## src/verilog/arb_defines.svh

```systemverilog
// Register offsets, field positions, reset values and clamp codes of the result bank
`ifndef ARB_DEFINES_SVH
`define ARB_DEFINES_SVH
// ----------------------------------------------------------------
// Register offsets (byte addresses on the serial control bus)
// ----------------------------------------------------------------
`define ARB_OFS_IBAT      8'h2A
`define ARB_OFS_VBUS      8'h2C
`define ARB_OFS_VPMID     8'h2E
`define ARB_OFS_VBAT      8'h30
`define ARB_OFS_VSYS      8'h32
// ----------------------------------------------------------------
// Field positions
// ----------------------------------------------------------------
`define ARB_IBAT_LSB      2
`define ARB_IBAT_W        14
`define ARB_BUS_LSB       2
`define ARB_BUS_W         13
`define ARB_CELL_LSB      1
`define ARB_CELL_W        12
// ----------------------------------------------------------------
// Reset value and clamp codes
// ----------------------------------------------------------------
`define ARB_RESET_VAL     16'h0000
`define ARB_IBAT_MIN      14'h38AD
`define ARB_IBAT_MAX      14'h03E8
`define ARB_IBAT_ABORT    14'h2000
`define ARB_BUS_MAX       13'h1388
`define ARB_CELL_MAX      12'hAF0
`endif

```

## src/verilog/arb_pkg.sv

```systemverilog
// Types shared by the result bank
`default_nettype none
package arb_pkg;
    // Channel index of the conversion that completes
    typedef enum logic [2:0] {
        ARB_CH_IBAT,
        ARB_CH_VBUS,
        ARB_CH_VPMID,
        ARB_CH_VBAT,
        ARB_CH_VSYS
    } arb_chan_type;
endpackage : arb_pkg
`default_nettype wire

```

## src/verilog/arb_result_reg.sv

```systemverilog
// One 16-bit result register with clamping and whole-word update
`timescale 1ns/1ps
`default_nettype none
module arb_result_reg #(
    parameter int W      = 13,  // Field width
    parameter int LSB    = 2,   // Field position
    parameter int SIGNED = 0,   // Two's complement field
    parameter logic [W-1:0] MAXC = '1,  // High clamp code
    parameter logic [W-1:0] MINC = '0   // Low clamp code (signed only)
) (
    input  wire logic         clk,
    input  wire logic         rst,
    input  wire logic         load,      // Completed conversion
    input  wire logic [W-1:0] raw,       // Raw converter code
    input  wire logic         force_val, // Forced load
    input  wire logic [W-1:0] fval,      // Forced field value
    output logic      [15:0]  word       // Register image
);
    logic [W-1:0] fld_q;  // Stored field
    logic [W-1:0] fld_d;  // Next field
    logic [W-1:0] clip;   // Clamped raw
    // ----------------------------------------------------------------
    // Clamping
    // ----------------------------------------------------------------
    always_comb begin
        clip = raw;
        if (SIGNED != 0) begin
            // Signed compare so both ends clamp correctly
            if ($signed(raw) > $signed(MAXC)) begin
                clip = MAXC;
            end else if ($signed(raw) < $signed(MINC)) begin
                clip = MINC;
            end
        end else if (raw > MAXC) begin
            clip = MAXC;
        end
    end
    // ----------------------------------------------------------------
    // Next value: force wins, otherwise hold between conversions
    // ----------------------------------------------------------------
    always_comb begin
        fld_d = fld_q;
        if (force_val) begin
            fld_d = fval;
        end else if (load) begin
            fld_d = clip;
        end
    end
    // Whole field in one edge, so no half-updated word is visible
    always_ff @(posedge clk or posedge rst) begin
        if (rst) begin
            fld_q <= '0;
        end else begin
            fld_q <= fld_d;
        end
    end
    // Reserved bits read zero
    always_comb begin
        word = 16'h0000;
        word[LSB +: W] = fld_q;
    end
endmodule : arb_result_reg
`default_nettype wire

```

## src/verilog/arb_result_bank.sv

```systemverilog
// Read-only converter result bank of the charger monitor
// Functional notes
// - Current field bits 15:2, two's complement
// - Current 4 mA step, clamp 38AD/3E8
// - Charge disabled forces current result zero
// - Direction change aborts, field reads 2000
// - Input bus field 14:2, clamp 1388
// - Mid-node field 14:2, clamp 1388
// - Cell field 12:1, clamp AF0
// - All results reset to zero
// - Results hold last value, never self-clear
// - Disabled channel ignores conversions; charge off still zeroes current
`timescale 1ns/1ps
`default_nettype none
`include "arb_defines.svh"
module arb_result_bank (
    input  wire logic        clk,
    input  wire logic        rst,
    input  wire logic        conv_done,      // One-cycle conversion completion
    input  wire logic [2:0]  conv_chan,      // Channel of the conversion
    input  wire logic [15:0] conv_code,      // Raw code, low-aligned
    input  wire logic        conv_dir_flip,  // Current changed direction mid-conversion
    input  wire logic        charge_enable,  // Charge enable control
    input  wire logic        battery_current_channel_off,
    input  wire logic        input_bus_channel_off,
    input  wire logic        mid_node_channel_off,
    input  wire logic        cell_channel_off,
    input  wire logic        system_rail_channel_off,
    input  wire logic        reg_rd,         // Register read strobe
    input  wire logic        reg_wr,         // Register write strobe (ignored)
    input  wire logic [7:0]  reg_addr,       // Register byte address
    output logic      [15:0] reg_rdata,      // Read data, registered
    output logic             reg_rvalid      // Read data valid pulse
);
    // ----------------------------------------------------------------
    // Channel decode
    // ----------------------------------------------------------------
    logic ld_ibat, ld_vbus, ld_vpmid, ld_vbat, ld_vsys;
    logic        ibat_force;   // Forced load of current field
    logic [13:0] ibat_fval;    // Forced current code
    logic [15:0] w_ibat, w_vbus, w_vpmid, w_vbat, w_vsys;
    // Completed loads gated by per-channel disables
    always_comb begin
        ld_ibat  = conv_done && conv_chan == 3'(arb_pkg::ARB_CH_IBAT)
                   && !battery_current_channel_off;
        ld_vbus  = conv_done && conv_chan == 3'(arb_pkg::ARB_CH_VBUS)
                   && !input_bus_channel_off;
        ld_vpmid = conv_done && conv_chan == 3'(arb_pkg::ARB_CH_VPMID)
                   && !mid_node_channel_off;
        ld_vbat  = conv_done && conv_chan == 3'(arb_pkg::ARB_CH_VBAT)
                   && !cell_channel_off;
        ld_vsys  = conv_done && conv_chan == 3'(arb_pkg::ARB_CH_VSYS)
                   && !system_rail_channel_off;
    end
    // ----------------------------------------------------------------
    // Current special cases: charge off beats abort code
    // ----------------------------------------------------------------
    always_comb begin
        ibat_force = 1'b0;
        ibat_fval  = 14'h0000;
        if (!charge_enable) begin
            ibat_force = 1'b1;
            ibat_fval  = 14'h0000;
        end else if (ld_ibat && conv_dir_flip) begin
            ibat_force = 1'b1;
            ibat_fval  = `ARB_IBAT_ABORT;
        end
    end
    // ----------------------------------------------------------------
    // Result registers
    // ----------------------------------------------------------------
    // Battery current, signed with clamps on both ends
    arb_result_reg #(.W(`ARB_IBAT_W), .LSB(`ARB_IBAT_LSB), .SIGNED(1),
        .MAXC(`ARB_IBAT_MAX), .MINC(`ARB_IBAT_MIN)) u_ibat (
        .clk       (clk),
        .rst       (rst),
        .load      (ld_ibat),
        .raw       (conv_code[13:0]),
        .force_val (ibat_force),
        .fval      (ibat_fval),
        .word      (w_ibat)
    );
    // Input bus voltage
    arb_result_reg #(.W(`ARB_BUS_W), .LSB(`ARB_BUS_LSB), .SIGNED(0),
        .MAXC(`ARB_BUS_MAX), .MINC(13'h0000)) u_vbus (
        .clk       (clk),
        .rst       (rst),
        .load      (ld_vbus),
        .raw       (conv_code[12:0]),
        .force_val (1'b0),
        .fval      (13'h0000),
        .word      (w_vbus)
    );
    // Mid-node voltage
    arb_result_reg #(.W(`ARB_BUS_W), .LSB(`ARB_BUS_LSB), .SIGNED(0),
        .MAXC(`ARB_BUS_MAX), .MINC(13'h0000)) u_vpmid (
        .clk       (clk),
        .rst       (rst),
        .load      (ld_vpmid),
        .raw       (conv_code[12:0]),
        .force_val (1'b0),
        .fval      (13'h0000),
        .word      (w_vpmid)
    );
    // Cell voltage
    arb_result_reg #(.W(`ARB_CELL_W), .LSB(`ARB_CELL_LSB), .SIGNED(0),
        .MAXC(`ARB_CELL_MAX), .MINC(12'h000)) u_vbat (
        .clk       (clk),
        .rst       (rst),
        .load      (ld_vbat),
        .raw       (conv_code[11:0]),
        .force_val (1'b0),
        .fval      (12'h000),
        .word      (w_vbat)
    );
    // System rail voltage, same layout as the cell channel
    arb_result_reg #(.W(`ARB_CELL_W), .LSB(`ARB_CELL_LSB), .SIGNED(0),
        .MAXC(`ARB_CELL_MAX), .MINC(12'h000)) u_vsys (
        .clk       (clk),
        .rst       (rst),
        .load      (ld_vsys),
        .raw       (conv_code[11:0]),
        .force_val (1'b0),
        .fval      (12'h000),
        .word      (w_vsys)
    );
    // ----------------------------------------------------------------
    // Read port; writes never reach any register
    // ----------------------------------------------------------------
    logic [15:0] rdata_d;   // Next read data
    logic        rvalid_d;  // Next valid
    always_comb begin
        rdata_d  = 16'h0000;
        rvalid_d = reg_rd;
        case (reg_addr)
            `ARB_OFS_IBAT:  rdata_d = w_ibat;
            `ARB_OFS_VBUS:  rdata_d = w_vbus;
            `ARB_OFS_VPMID: rdata_d = w_vpmid;
            `ARB_OFS_VBAT:  rdata_d = w_vbat;
            `ARB_OFS_VSYS:  rdata_d = w_vsys;
            default:        rdata_d = 16'h0000;
        endcase
        if (!reg_rd) begin
            rdata_d = reg_rdata;  // Hold last answer
        end
    end
    // Whole word sampled at once for the host
    always_ff @(posedge clk or posedge rst) begin
        if (rst) begin
            reg_rdata  <= `ARB_RESET_VAL;
            reg_rvalid <= 1'b0;
        end else begin
            reg_rdata  <= rdata_d;
            reg_rvalid <= rvalid_d;
        end
    end
    // ----------------------------------------------------------------
    // Assertions
    // ----------------------------------------------------------------
    chg_off_zero_a: assert property (@(posedge clk) disable iff (rst)
        !charge_enable |=> w_ibat == 16'h0000) else $error("current not cleared");
    abort_code_a: assert property (@(posedge clk) disable iff (rst)
        charge_enable && ld_ibat && conv_dir_flip |=> w_ibat == 16'h8000)
        else $error("abort code wrong");
    ibat_low_bits_a: assert property (@(posedge clk) disable iff (rst)
        w_ibat[1:0] == 2'h0) else $error("current low bits set");
    ibat_clamp_a: assert property (@(posedge clk) disable iff (rst)
        charge_enable && ld_ibat && !conv_dir_flip
        && $signed(conv_code[13:0]) > $signed(14'h03E8)
        |=> w_ibat == 16'h0FA0) else $error("current high clamp");
    vbus_clamp_a: assert property (@(posedge clk) disable iff (rst)
        ld_vbus && conv_code[12:0] > 13'h1388 |=> w_vbus == 16'h4E20)
        else $error("bus clamp");
    vpmid_rsv_a: assert property (@(posedge clk) disable iff (rst)
        w_vpmid[15] == 1'b0 && w_vpmid[1:0] == 2'h0) else $error("mid reserved");
    vbat_clamp_a: assert property (@(posedge clk) disable iff (rst)
        ld_vbat && conv_code[11:0] > 12'hAF0 |=> w_vbat == 16'h15E0)
        else $error("cell clamp");
    hold_value_a: assert property (@(posedge clk) disable iff (rst)
        !ld_vbus |=> $stable(w_vbus)) else $error("bus result changed");
    read_data_a: assert property (@(posedge clk) disable iff (rst)
        reg_rd && reg_addr == 8'h30 |=> reg_rvalid && reg_rdata == $past(w_vbat))
        else $error("read data wrong");
    // ----------------------------------------------------------------
    // Load, hold and read-port checks per channel
    // ----------------------------------------------------------------
    // Current holds between its own loads while charging
    ibat_hold_a: assert property (@(posedge clk) disable iff (rst)
        charge_enable && !ld_ibat |=> $stable(w_ibat))
        else $error("current result changed");
    // In-range current lands unclamped, shifted into bits 15:2
    ibat_load_a: assert property (@(posedge clk) disable iff (rst)
        charge_enable && ld_ibat && !conv_dir_flip
        && $signed(conv_code[13:0]) <= $signed(`ARB_IBAT_MAX)
        && $signed(conv_code[13:0]) >= $signed(`ARB_IBAT_MIN)
        |=> w_ibat == {$past(conv_code[13:0]), 2'b00}) else $error("current load wrong");
    // Deep discharge codes pin at the low clamp
    ibat_low_clamp_a: assert property (@(posedge clk) disable iff (rst)
        charge_enable && ld_ibat && !conv_dir_flip
        && $signed(conv_code[13:0]) < $signed(`ARB_IBAT_MIN)
        |=> w_ibat == {`ARB_IBAT_MIN, 2'b00}) else $error("current low clamp");
    // In-range mid-node code lands unclamped in bits 14:2
    mid_load_a: assert property (@(posedge clk) disable iff (rst)
        ld_vpmid && conv_code[12:0] <= `ARB_BUS_MAX
        |=> w_vpmid == {1'b0, $past(conv_code[12:0]), 2'b00}) else $error("mid load wrong");
    // A completion on the input bus channel while it is disabled must leave its word alone
    bus_off_a: assert property (@(posedge clk) disable iff (rst)
        conv_done && conv_chan == 3'(arb_pkg::ARB_CH_VBUS) && input_bus_channel_off
        |=> $stable(w_vbus)) else $error("disabled bus loaded");
    // Voltage words only move on their own loads
    mid_hold_a: assert property (@(posedge clk) disable iff (rst)
        !ld_vpmid |=> $stable(w_vpmid)) else $error("mid result changed");
    cell_hold_a: assert property (@(posedge clk) disable iff (rst)
        !ld_vbat |=> $stable(w_vbat)) else $error("cell result changed");
    rail_hold_a: assert property (@(posedge clk) disable iff (rst)
        !ld_vsys |=> $stable(w_vsys)) else $error("rail result changed");
    // Reserved bits of the voltage words stay clear
    bus_rsv_a: assert property (@(posedge clk) disable iff (rst)
        w_vbus[15] == 1'b0 && w_vbus[1:0] == 2'h0 && w_vbat[15:13] == 3'h0
        && w_vbat[0] == 1'b0 && w_vsys[15:13] == 3'h0 && w_vsys[0] == 1'b0)
        else $error("reserved bits set");
    // Valid follows each read strobe by exactly one cycle
    rvalid_pulse_a: assert property (@(posedge clk) disable iff (rst)
        reg_rvalid == $past(reg_rd)) else $error("read valid misplaced");
    // Holes in the map answer zero, never a stale word
    unmapped_zero_a: assert property (@(posedge clk) disable iff (rst)
        reg_rd && !(reg_addr inside {`ARB_OFS_IBAT, `ARB_OFS_VBUS, `ARB_OFS_VPMID,
        `ARB_OFS_VBAT, `ARB_OFS_VSYS}) |=> reg_rdata == 16'h0000)
        else $error("unmapped read not zero");
    // A host write must not disturb the read port
    write_ignored_a: assert property (@(posedge clk) disable iff (rst)
        reg_wr && !reg_rd |=> $stable(reg_rdata) && !reg_rvalid)
        else $error("write disturbed read port");
endmodule : arb_result_bank
`default_nettype wire

```

## config.mk

```make
export PLATFORM = sky130hd
export DESIGN_NAME = arb_result_bank
export DESIGN_NICKNAME = d
export VERILOG_FILES = /design/src/verilog/arb_pkg.sv /design/src/verilog/arb_result_reg.sv /design/src/verilog/arb_result_bank.sv
export VERILOG_INCLUDE_DIRS = /design/src /design/src/verilog
export SDC_FILE = /design/constraint.sdc
export NUM_CORES = 1
export LEC_CHECK = 0
export BUFFER_PORTS_ARGS = -buffer_cell sky130_fd_sc_hd__buf_2
export CAP_MARGIN = 20
export CORE_ASPECT_RATIO = 0.9
export CORE_MARGIN = 3
export CORE_UTILIZATION = 50
export DETAILED_ROUTE_END_ITERATION = 7
export PLACE_DENSITY_LB_ADDON = 0.1
export SLEW_MARGIN = 20
export SYNTH_ARGS = -nofsm -noshare
export SYNTH_HDL_FRONTEND = slang
export SYNTH_HIERARCHICAL = 1
export SYNTH_SLANG_ARGS = --single-unit
export TNS_END_PERCENT = 50
```

## constraint.sdc

```tcl
create_clock -name clk -period 1.3 [get_ports clk]
set_clock_uncertainty 0.15 [all_clocks]
set_input_delay 0 -clock clk [delete_from_list [all_inputs] [get_ports clk]]
set_output_delay 0 -clock clk [all_outputs]
set_load 0.02 [all_outputs]
```

Yosys cells after proc, flatten, opt, wreduce, memory -nomap -nowiden
Index checks and enable logic that the tools add are counted.
{ "totals": {"reg_bits": 81, "inputBits": 39, "out_inout_bits": 17, "wordCells": 49} }
{ "op_classes": {"magnitude_cmp": 4, "n_eq_ne": 9, "mux": 11, "reduce_logical": 18} }
{ "op_table": {"columns": ["cell", "n"], "rows": [
  ["$mux W14", 6],
  ["$pmux W16 S5", 1],
  ["$eq A8 B6 Y1 const B", 5],
  ["$gt A14 B11 Y1 const B", 1],
  ["$lt A14 B12 Y1 const B", 1],
  ["$gt A13 B13 Y1 const B", 1],
  ["$mux W13", 1],
  ["$gt A12 B12 Y1 const B", 1],
  ["$mux W12", 1],
  ["$logic_and A1 B1 Y1", 11],
  ["$eq A3 B2 Y1 const B", 2],
  ["$logic_not A1 Y1", 5],
  ["$eq A3 B1 Y1 const B", 1],
  ["$eq A3 B3 Y1 const B", 1],
  ["$logic_not A3 Y1", 1],
  ["$mux W1", 2],
  ["$reduce_bool A2 Y1", 1]
]} }

Logic depth before layout (Yosys ltp)
{ "logic_depth": {"depth_word": 7, "mapped_depth": 9, "ltp_nobuf": 9} }

Cells and area by module
The synthesis kept the hierarchy.
{ "by_module_without_submodules": {"columns": ["mod", "instances", "cells_each", "area_per_inst_um2", "seq_area_each_um2"], "rows": [
  ["arb_result_bank", 1, 161, 1435.1, 425.4],
  ["arb_result_reg at u_vbus ...", 2, 74, 708.2, 325.3],
  ["arb_result_reg at u_vbat ...", 2, 77, 681.9, 300.3],
  ["arb_result_reg at u_ibat", 1, 97, 832.0, 350.3]
]} }

Least setup slack after synthesis
OpenSTA, ideal clock, no wires.
{ "synth_path": {"path_type": "input to register", "start": "input port conv_chan[2]", "end": "register u_ibat.fld_q[13]", "setup_time_ns": 0.096, "arrival_time_ns": 1.475, "t_required_ns": 1.054, "setup_slack_ns": -0.420, "cell_stages": 8, "n_path_buf": 2, "cell_sequence": "nand2b_1 nor4_1 nand2_1 nand2_1 buf_2 buf_1 a22oi_1 o31ai_1"} }
{ "synth_between": {"elab_chain_len": 7, "elab_cells_between_ends": 10, "cone_classes": "5 x mux; 5 x reduce/logical"} }
{ "synth_lines": {"columns": ["item", "line", "source"], "rows": [
  ["start: declaration", "arb_result_bank.sv:20", "input wire logic [2:0] conv_chan,"],
  ["$logic_not A3 Y1 *", "arb_result_bank.sv:44", "ld_ibat = conv_done && conv_chan == 3'(arb_pkg::ARB_CH_IBAT)"],
  ["$logic_and A1 B1 Y1 *", "arb_result_bank.sv:44", null],
  ["$logic_and A1 B1 Y1 *", "arb_result_bank.sv:45", "&& !battery_current_channel_off;"],
  ["named net ld_ibat", "arb_result_bank.sv:38", "logic ld_ibat, ld_vbus, ld_vpmid, ld_vbat, ld_vsys;"],
  ["$logic_and A1 B1 Y1 *", "arb_result_bank.sv:64", "end else if (ld_ibat && conv_dir_flip) begin"],
  ["$mux W1 *", "arb_result_bank.sv:64", null],
  ["$mux W1 *", "arb_result_bank.sv:61", "if (!charge_enable) begin"],
  ["named net ibat_force", "arb_result_bank.sv:39", "logic ibat_force;"],
  ["$mux W14 or $reduce_bool A2 Y1 (tied branches)", null, null],
  ["end signal: assignment", "arb_result_reg.sv:54", "fld_q <= fld_d;"],
  ["end: declaration", "arb_result_reg.sv:19", "logic [W-1:0] fld_q;"]
]} }
Mark *: on every way through the listed nets, which the timed path passes. The rest lies on a longest branch.
A chain may end at the register's enable or synchronous reset.

Worst setup path in the final report
{ "layout_path": {"start": "register u_ibat.fld_q[10]", "end": "register reg_rdata[12]"} }
{ "layout_between": {"elab_chain_len": 1} }
{ "layout_lines": {"columns": ["item", "line", "source"], "rows": [
  ["$pmux W16 S5", "arb_result_bank.sv:135", "case (reg_addr)"],
  ["end signal: assignment", "arb_result_bank.sv:150", "reg_rdata <= `ARB_RESET_VAL;"],
  ["end signal: assignment", "arb_result_bank.sv:153", "reg_rdata <= rdata_d;"],
  ["end: declaration", "arb_result_bank.sv:32", "output logic [15:0] reg_rdata,"]
]} }
No other way between the ends.

==> results.sh <==
export IMPL_finalCriticalPeriod_ps=1370
export IMPL_io_pins=56
export IMPL_first_pass_iters=5
export IMPL_crit_family="compound AO/OA/AOI/OAI gates"
export IMPL_dieArea_um2=11300
export IMPL_drt_initial_drc_count=556
export IMPL_ys_seq_area_share_pct=40.2
export IMPL_crit_chain="a22o_1 > a32oi_2 > a41oi_2"
export IMPL_drive_gt1_share_pct=29.3
export IMPL_hold_viol=5
export IMPL_vdd_drop_max_mv=0.727
export IMPL_path_class="reg -> reg"
export IMPL_slew_headroom_pct=59.2
export IMPL_fmax_mhz=732
export IMPL_grt_setup_unrepaired="true"
export IMPL_cap_violations=0
export IMPL_p_leak_uw=0.00307
export IMPL_r2r_start="u_ibat/fld_q[10]"
export IMPL_cp_num_buf_inv=0
export IMPL_final_cells=891
export IMPL_hold_end="u_ibat/fld_q[13]"
export IMPL_areaGrowthSynthToFinish_pct=35.5
export IMPL_violations="negative hold slack, negative setup slack"
export IMPL_postLayoutCoreUtil_pct=70.2
export IMPL_cts_made_buffers=9
export IMPL_topRoutingLayerUsed="met4"
export IMPL_worst_ep_arrival_time_ps=1450
export IMPL_insertion_delay_ps=360
export IMPL_fp_dieH_um=101
export IMPL_vias=5114
export IMPL_synthFlopType="dfrtp_1"
export IMPL_grt_pass1_vias=5002
export IMPL_syn_inst=560
export IMPL_routed_wl_mm=18.3
export IMPL_rows=34
export IMPL_yosys_warnings=6
export IMPL_port_buffers=52
export IMPL_timing_final_ws_setup_ps=-66.4
export IMPL_antenna_found_initial=0
export IMPL_worst_hold_slack_ps=-46.5
export IMPL_wl_per_cell_um=20.5
export IMPL_grt_first_pass_wirelength_mm=27.9
export IMPL_nets=800
export IMPL_cts_root_buffer="clkbuf_8"
export IMPL_postRouteAntennaNets=0
export IMPL_place_area_um2=6150
export IMPL_gr_total_overflow=0
export IMPL_clk_path_buf_depth=2
export IMPL_whs_path_depth=4
export IMPL_nFillCells=783
export IMPL_start_kind="register"
export IMPL_min_from="conv_code[13]"
export IMPL_antenna_cells_inserted=0
export IMPL_setup_viol=8
export IMPL_dr_wl_met2_mm=8.14
export IMPL_cts_tree="done"
export IMPL_avgViaCountPerCell=5.74
export IMPL_start_util_pct=51.8
export IMPL_worst_slew_pin_slew_ps=611
export IMPL_critPathRequiredTime_ps=1380
export IMPL_outcome="complete, but fails checks"
export IMPL_clkSinkCount=81
export IMPL_hold_class="in -> reg"
export IMPL_cts_clk_slew_worst_paths_ps=90
export IMPL_grt_max_degree=28
export IMPL_core_area_um2=9740
export IMPL_r2r_slack_ps=-70
export IMPL_critical_path_max_stage_delay_ps=420
export IMPL_reg2regPathDepth=3
export IMPL_grt_usage_pct=32.6
export IMPL_detail_route_drc_violations=0
export IMPL_met1_length_mm=7.96
export IMPL_crit_fanout=2
export IMPL_postCtsHoldBufs=23
export IMPL_dpl_hpwl_mm=12.8
export IMPL_syn_avg_cell_area_um2=9.01
export IMPL_synthesis_area_um2=5050
export IMPL_endpoint_kind="register"
export IMPL_gp_congestion=0.919
export IMPL_ys_seq_elements=81
export IMPL_dp_cells=846
export IMPL_synth_cell_types=60
export IMPL_slew_viol_final=0
export IMPL_period_share_pct=105
export IMPL_synth_edff_count=0
export IMPL_critPathSlowestCell="dfrtp_1"
export IMPL_fp_dieW_um=112
export IMPL_wl_met3_mm=1.52
export IMPL_synthArstFlopShare_pct=100
export IMPL_fin_area_um2=6840
export IMPL_r2r_end="reg_rdata[12]"
export IMPL_h_tree_depth=3
export IMPL_powerDensity_nw_per_um2=911
## per-stage QoR
step	setup slack (ps)	hold slack (ps)	power (µW)	TNS (ps)
after floorplan	-123	-285	3660	-2140
after global placement	-357	-21.0	4150	-10510
final	-66.4	-46.5	6230	-262
after global routing	-113	-41.4	6470	-632
after CTS	-38.7	-55.7	6130	-98.4
after detailed placement	-429	-25.8	4190	-12220
## power breakdown
part | switching (µW) | total [µW] | internal, µW
sequential | 185 | 2920 | 2740
combinational | 805 | 1450 | 648
clock | 961 | 1860 | 894
## placed cells by master (no fill, tap or decap), types with 6 or more instances in the layout
master,instances
nor3b_1,21
buf_2,47
a22o_1,14
a221o_1,12
o21ai_0,24
a31oi_1,6
conb_1,83
nor2_1,62
inv_1,24
a22oi_1,10
clkbuf_8,9
nand3_1,23
o21ai_1,19
nor2b_1,7
a21oi_1,26
o21a_1,13
buf_4,83
dlygate4sd3_1,23
nand4_1,12
dfrtp_1,80
a21oi_2,10
nand2_1,24
mux2i_1,9
## state kept, by name, summed over array words and instances, names as in the netlist
name	flops
u_vbus/fld_q	13
u_vbat/fld_q	12
u_ibat/fld_q	14
u_vsys/fld_q	12
reg_rdata	16
reg_rvalid	1
u_vpmid/fld_q	13
## final cells by class
type,count,area [µm²],area share [%]
multi-input cells,479,3130,45.8
clock buffers,12,135,1.98
inverters,27,106,1.55
well taps,126,158,2.30
flip-flops and latches,81,2030,29.7
clock inverters,4,53.8,0.787
repair buffers,162,1220,17.9
## logic make-up after synthesis
family	after synthesis	share of synthesized area, %
muxes	15	3.05
buffers and inverters	77	9.02
AOI/OAI and AO/OA	178	24.6
DFF	81	40.2
adders and majority gates	1	0.248
and+or+nand+nor	202	22.5
other	6	0.446
## synthesized netlist by cell type (3+ instances only)
master	instances	area (µm²)
inv_1	26	97.6
nand2_1	27	101
buf_6	9	101
or3_1	3	18.8
dfrtp_1	81	2030
o21ai_0	32	160
o221ai_1	4	35.0
o211ai_1	3	22.5
nor4_1	5	31.3
a21oi_1	34	170
nor2_1	64	240
buf_4	23	173
nor3b_1	23	173
o21ai_1	14	70.1
clkbuf_1	6	22.5
o31ai_1	5	37.5
nor3_1	6	30.0
nand3b_1	3	22.5
nor2b_1	8	50.1
a41oi_1	8	70.1
a22oi_1	11	82.6
mux2_2	3	33.8
and3_1	4	25.0
buf_2	10	50.1
nor4b_4	3	71.3
a2bb2oi_1	3	26.3
conb_1	6	22.5
a22o_1	14	123
a221o_1	12	120
nand4_1	12	75.1
mux2i_1	12	120
o21a_1	13	97.6
nand3_1	25	125
a31oi_1	6	37.5
a32oi_1	8	70.1
## per-layer routing
| layer | up-vias | GRT usage (%) |
|---|---|---|
| met5 | - | 0 |
| met4 | 0 | 12.8 |
| met3 | 45 | 8.60 |
| met2 | 238 | 50.0 |
| met1 | 2461 | 44.4 |
| li1 | 2370 | - |
## tightest hold or removal path, delay by kind of cell
kind                       cells  cell delay [ps]
AOI/OAI and AO/OA              1               80
buffers and inverters          2              210
adders and majority gates      1              130
## worst max-delay path by stage
stage                           end  slack (ps)              from  cells after the start
floorplan           u_vbat/fld_q[9]        -120      conv_chan[2]                      5
CTS                   reg_rdata[12]         -40  u_ibat/fld_q[10]                      3
finish                reg_rdata[12]         -70  u_ibat/fld_q[10]                      3
detailed placement  u_ibat/fld_q[5]        -430      conv_chan[2]                      8
global route          reg_rdata[12]        -110  u_ibat/fld_q[10]                      3
global placement    u_ibat/fld_q[3]        -360      conv_code[0]                      9
## timing repair
item                                    4_1_cts  5_1_grt
resized for setup                            15       27
setup buffers                                 1        4
endpoints found under the hold margin       133        2
pin swaps                                    13       24
gates cloned                                  0        1
endpoints found under the setup margin       14       33
No activity file was read; power rests on OpenSTA's default activity.
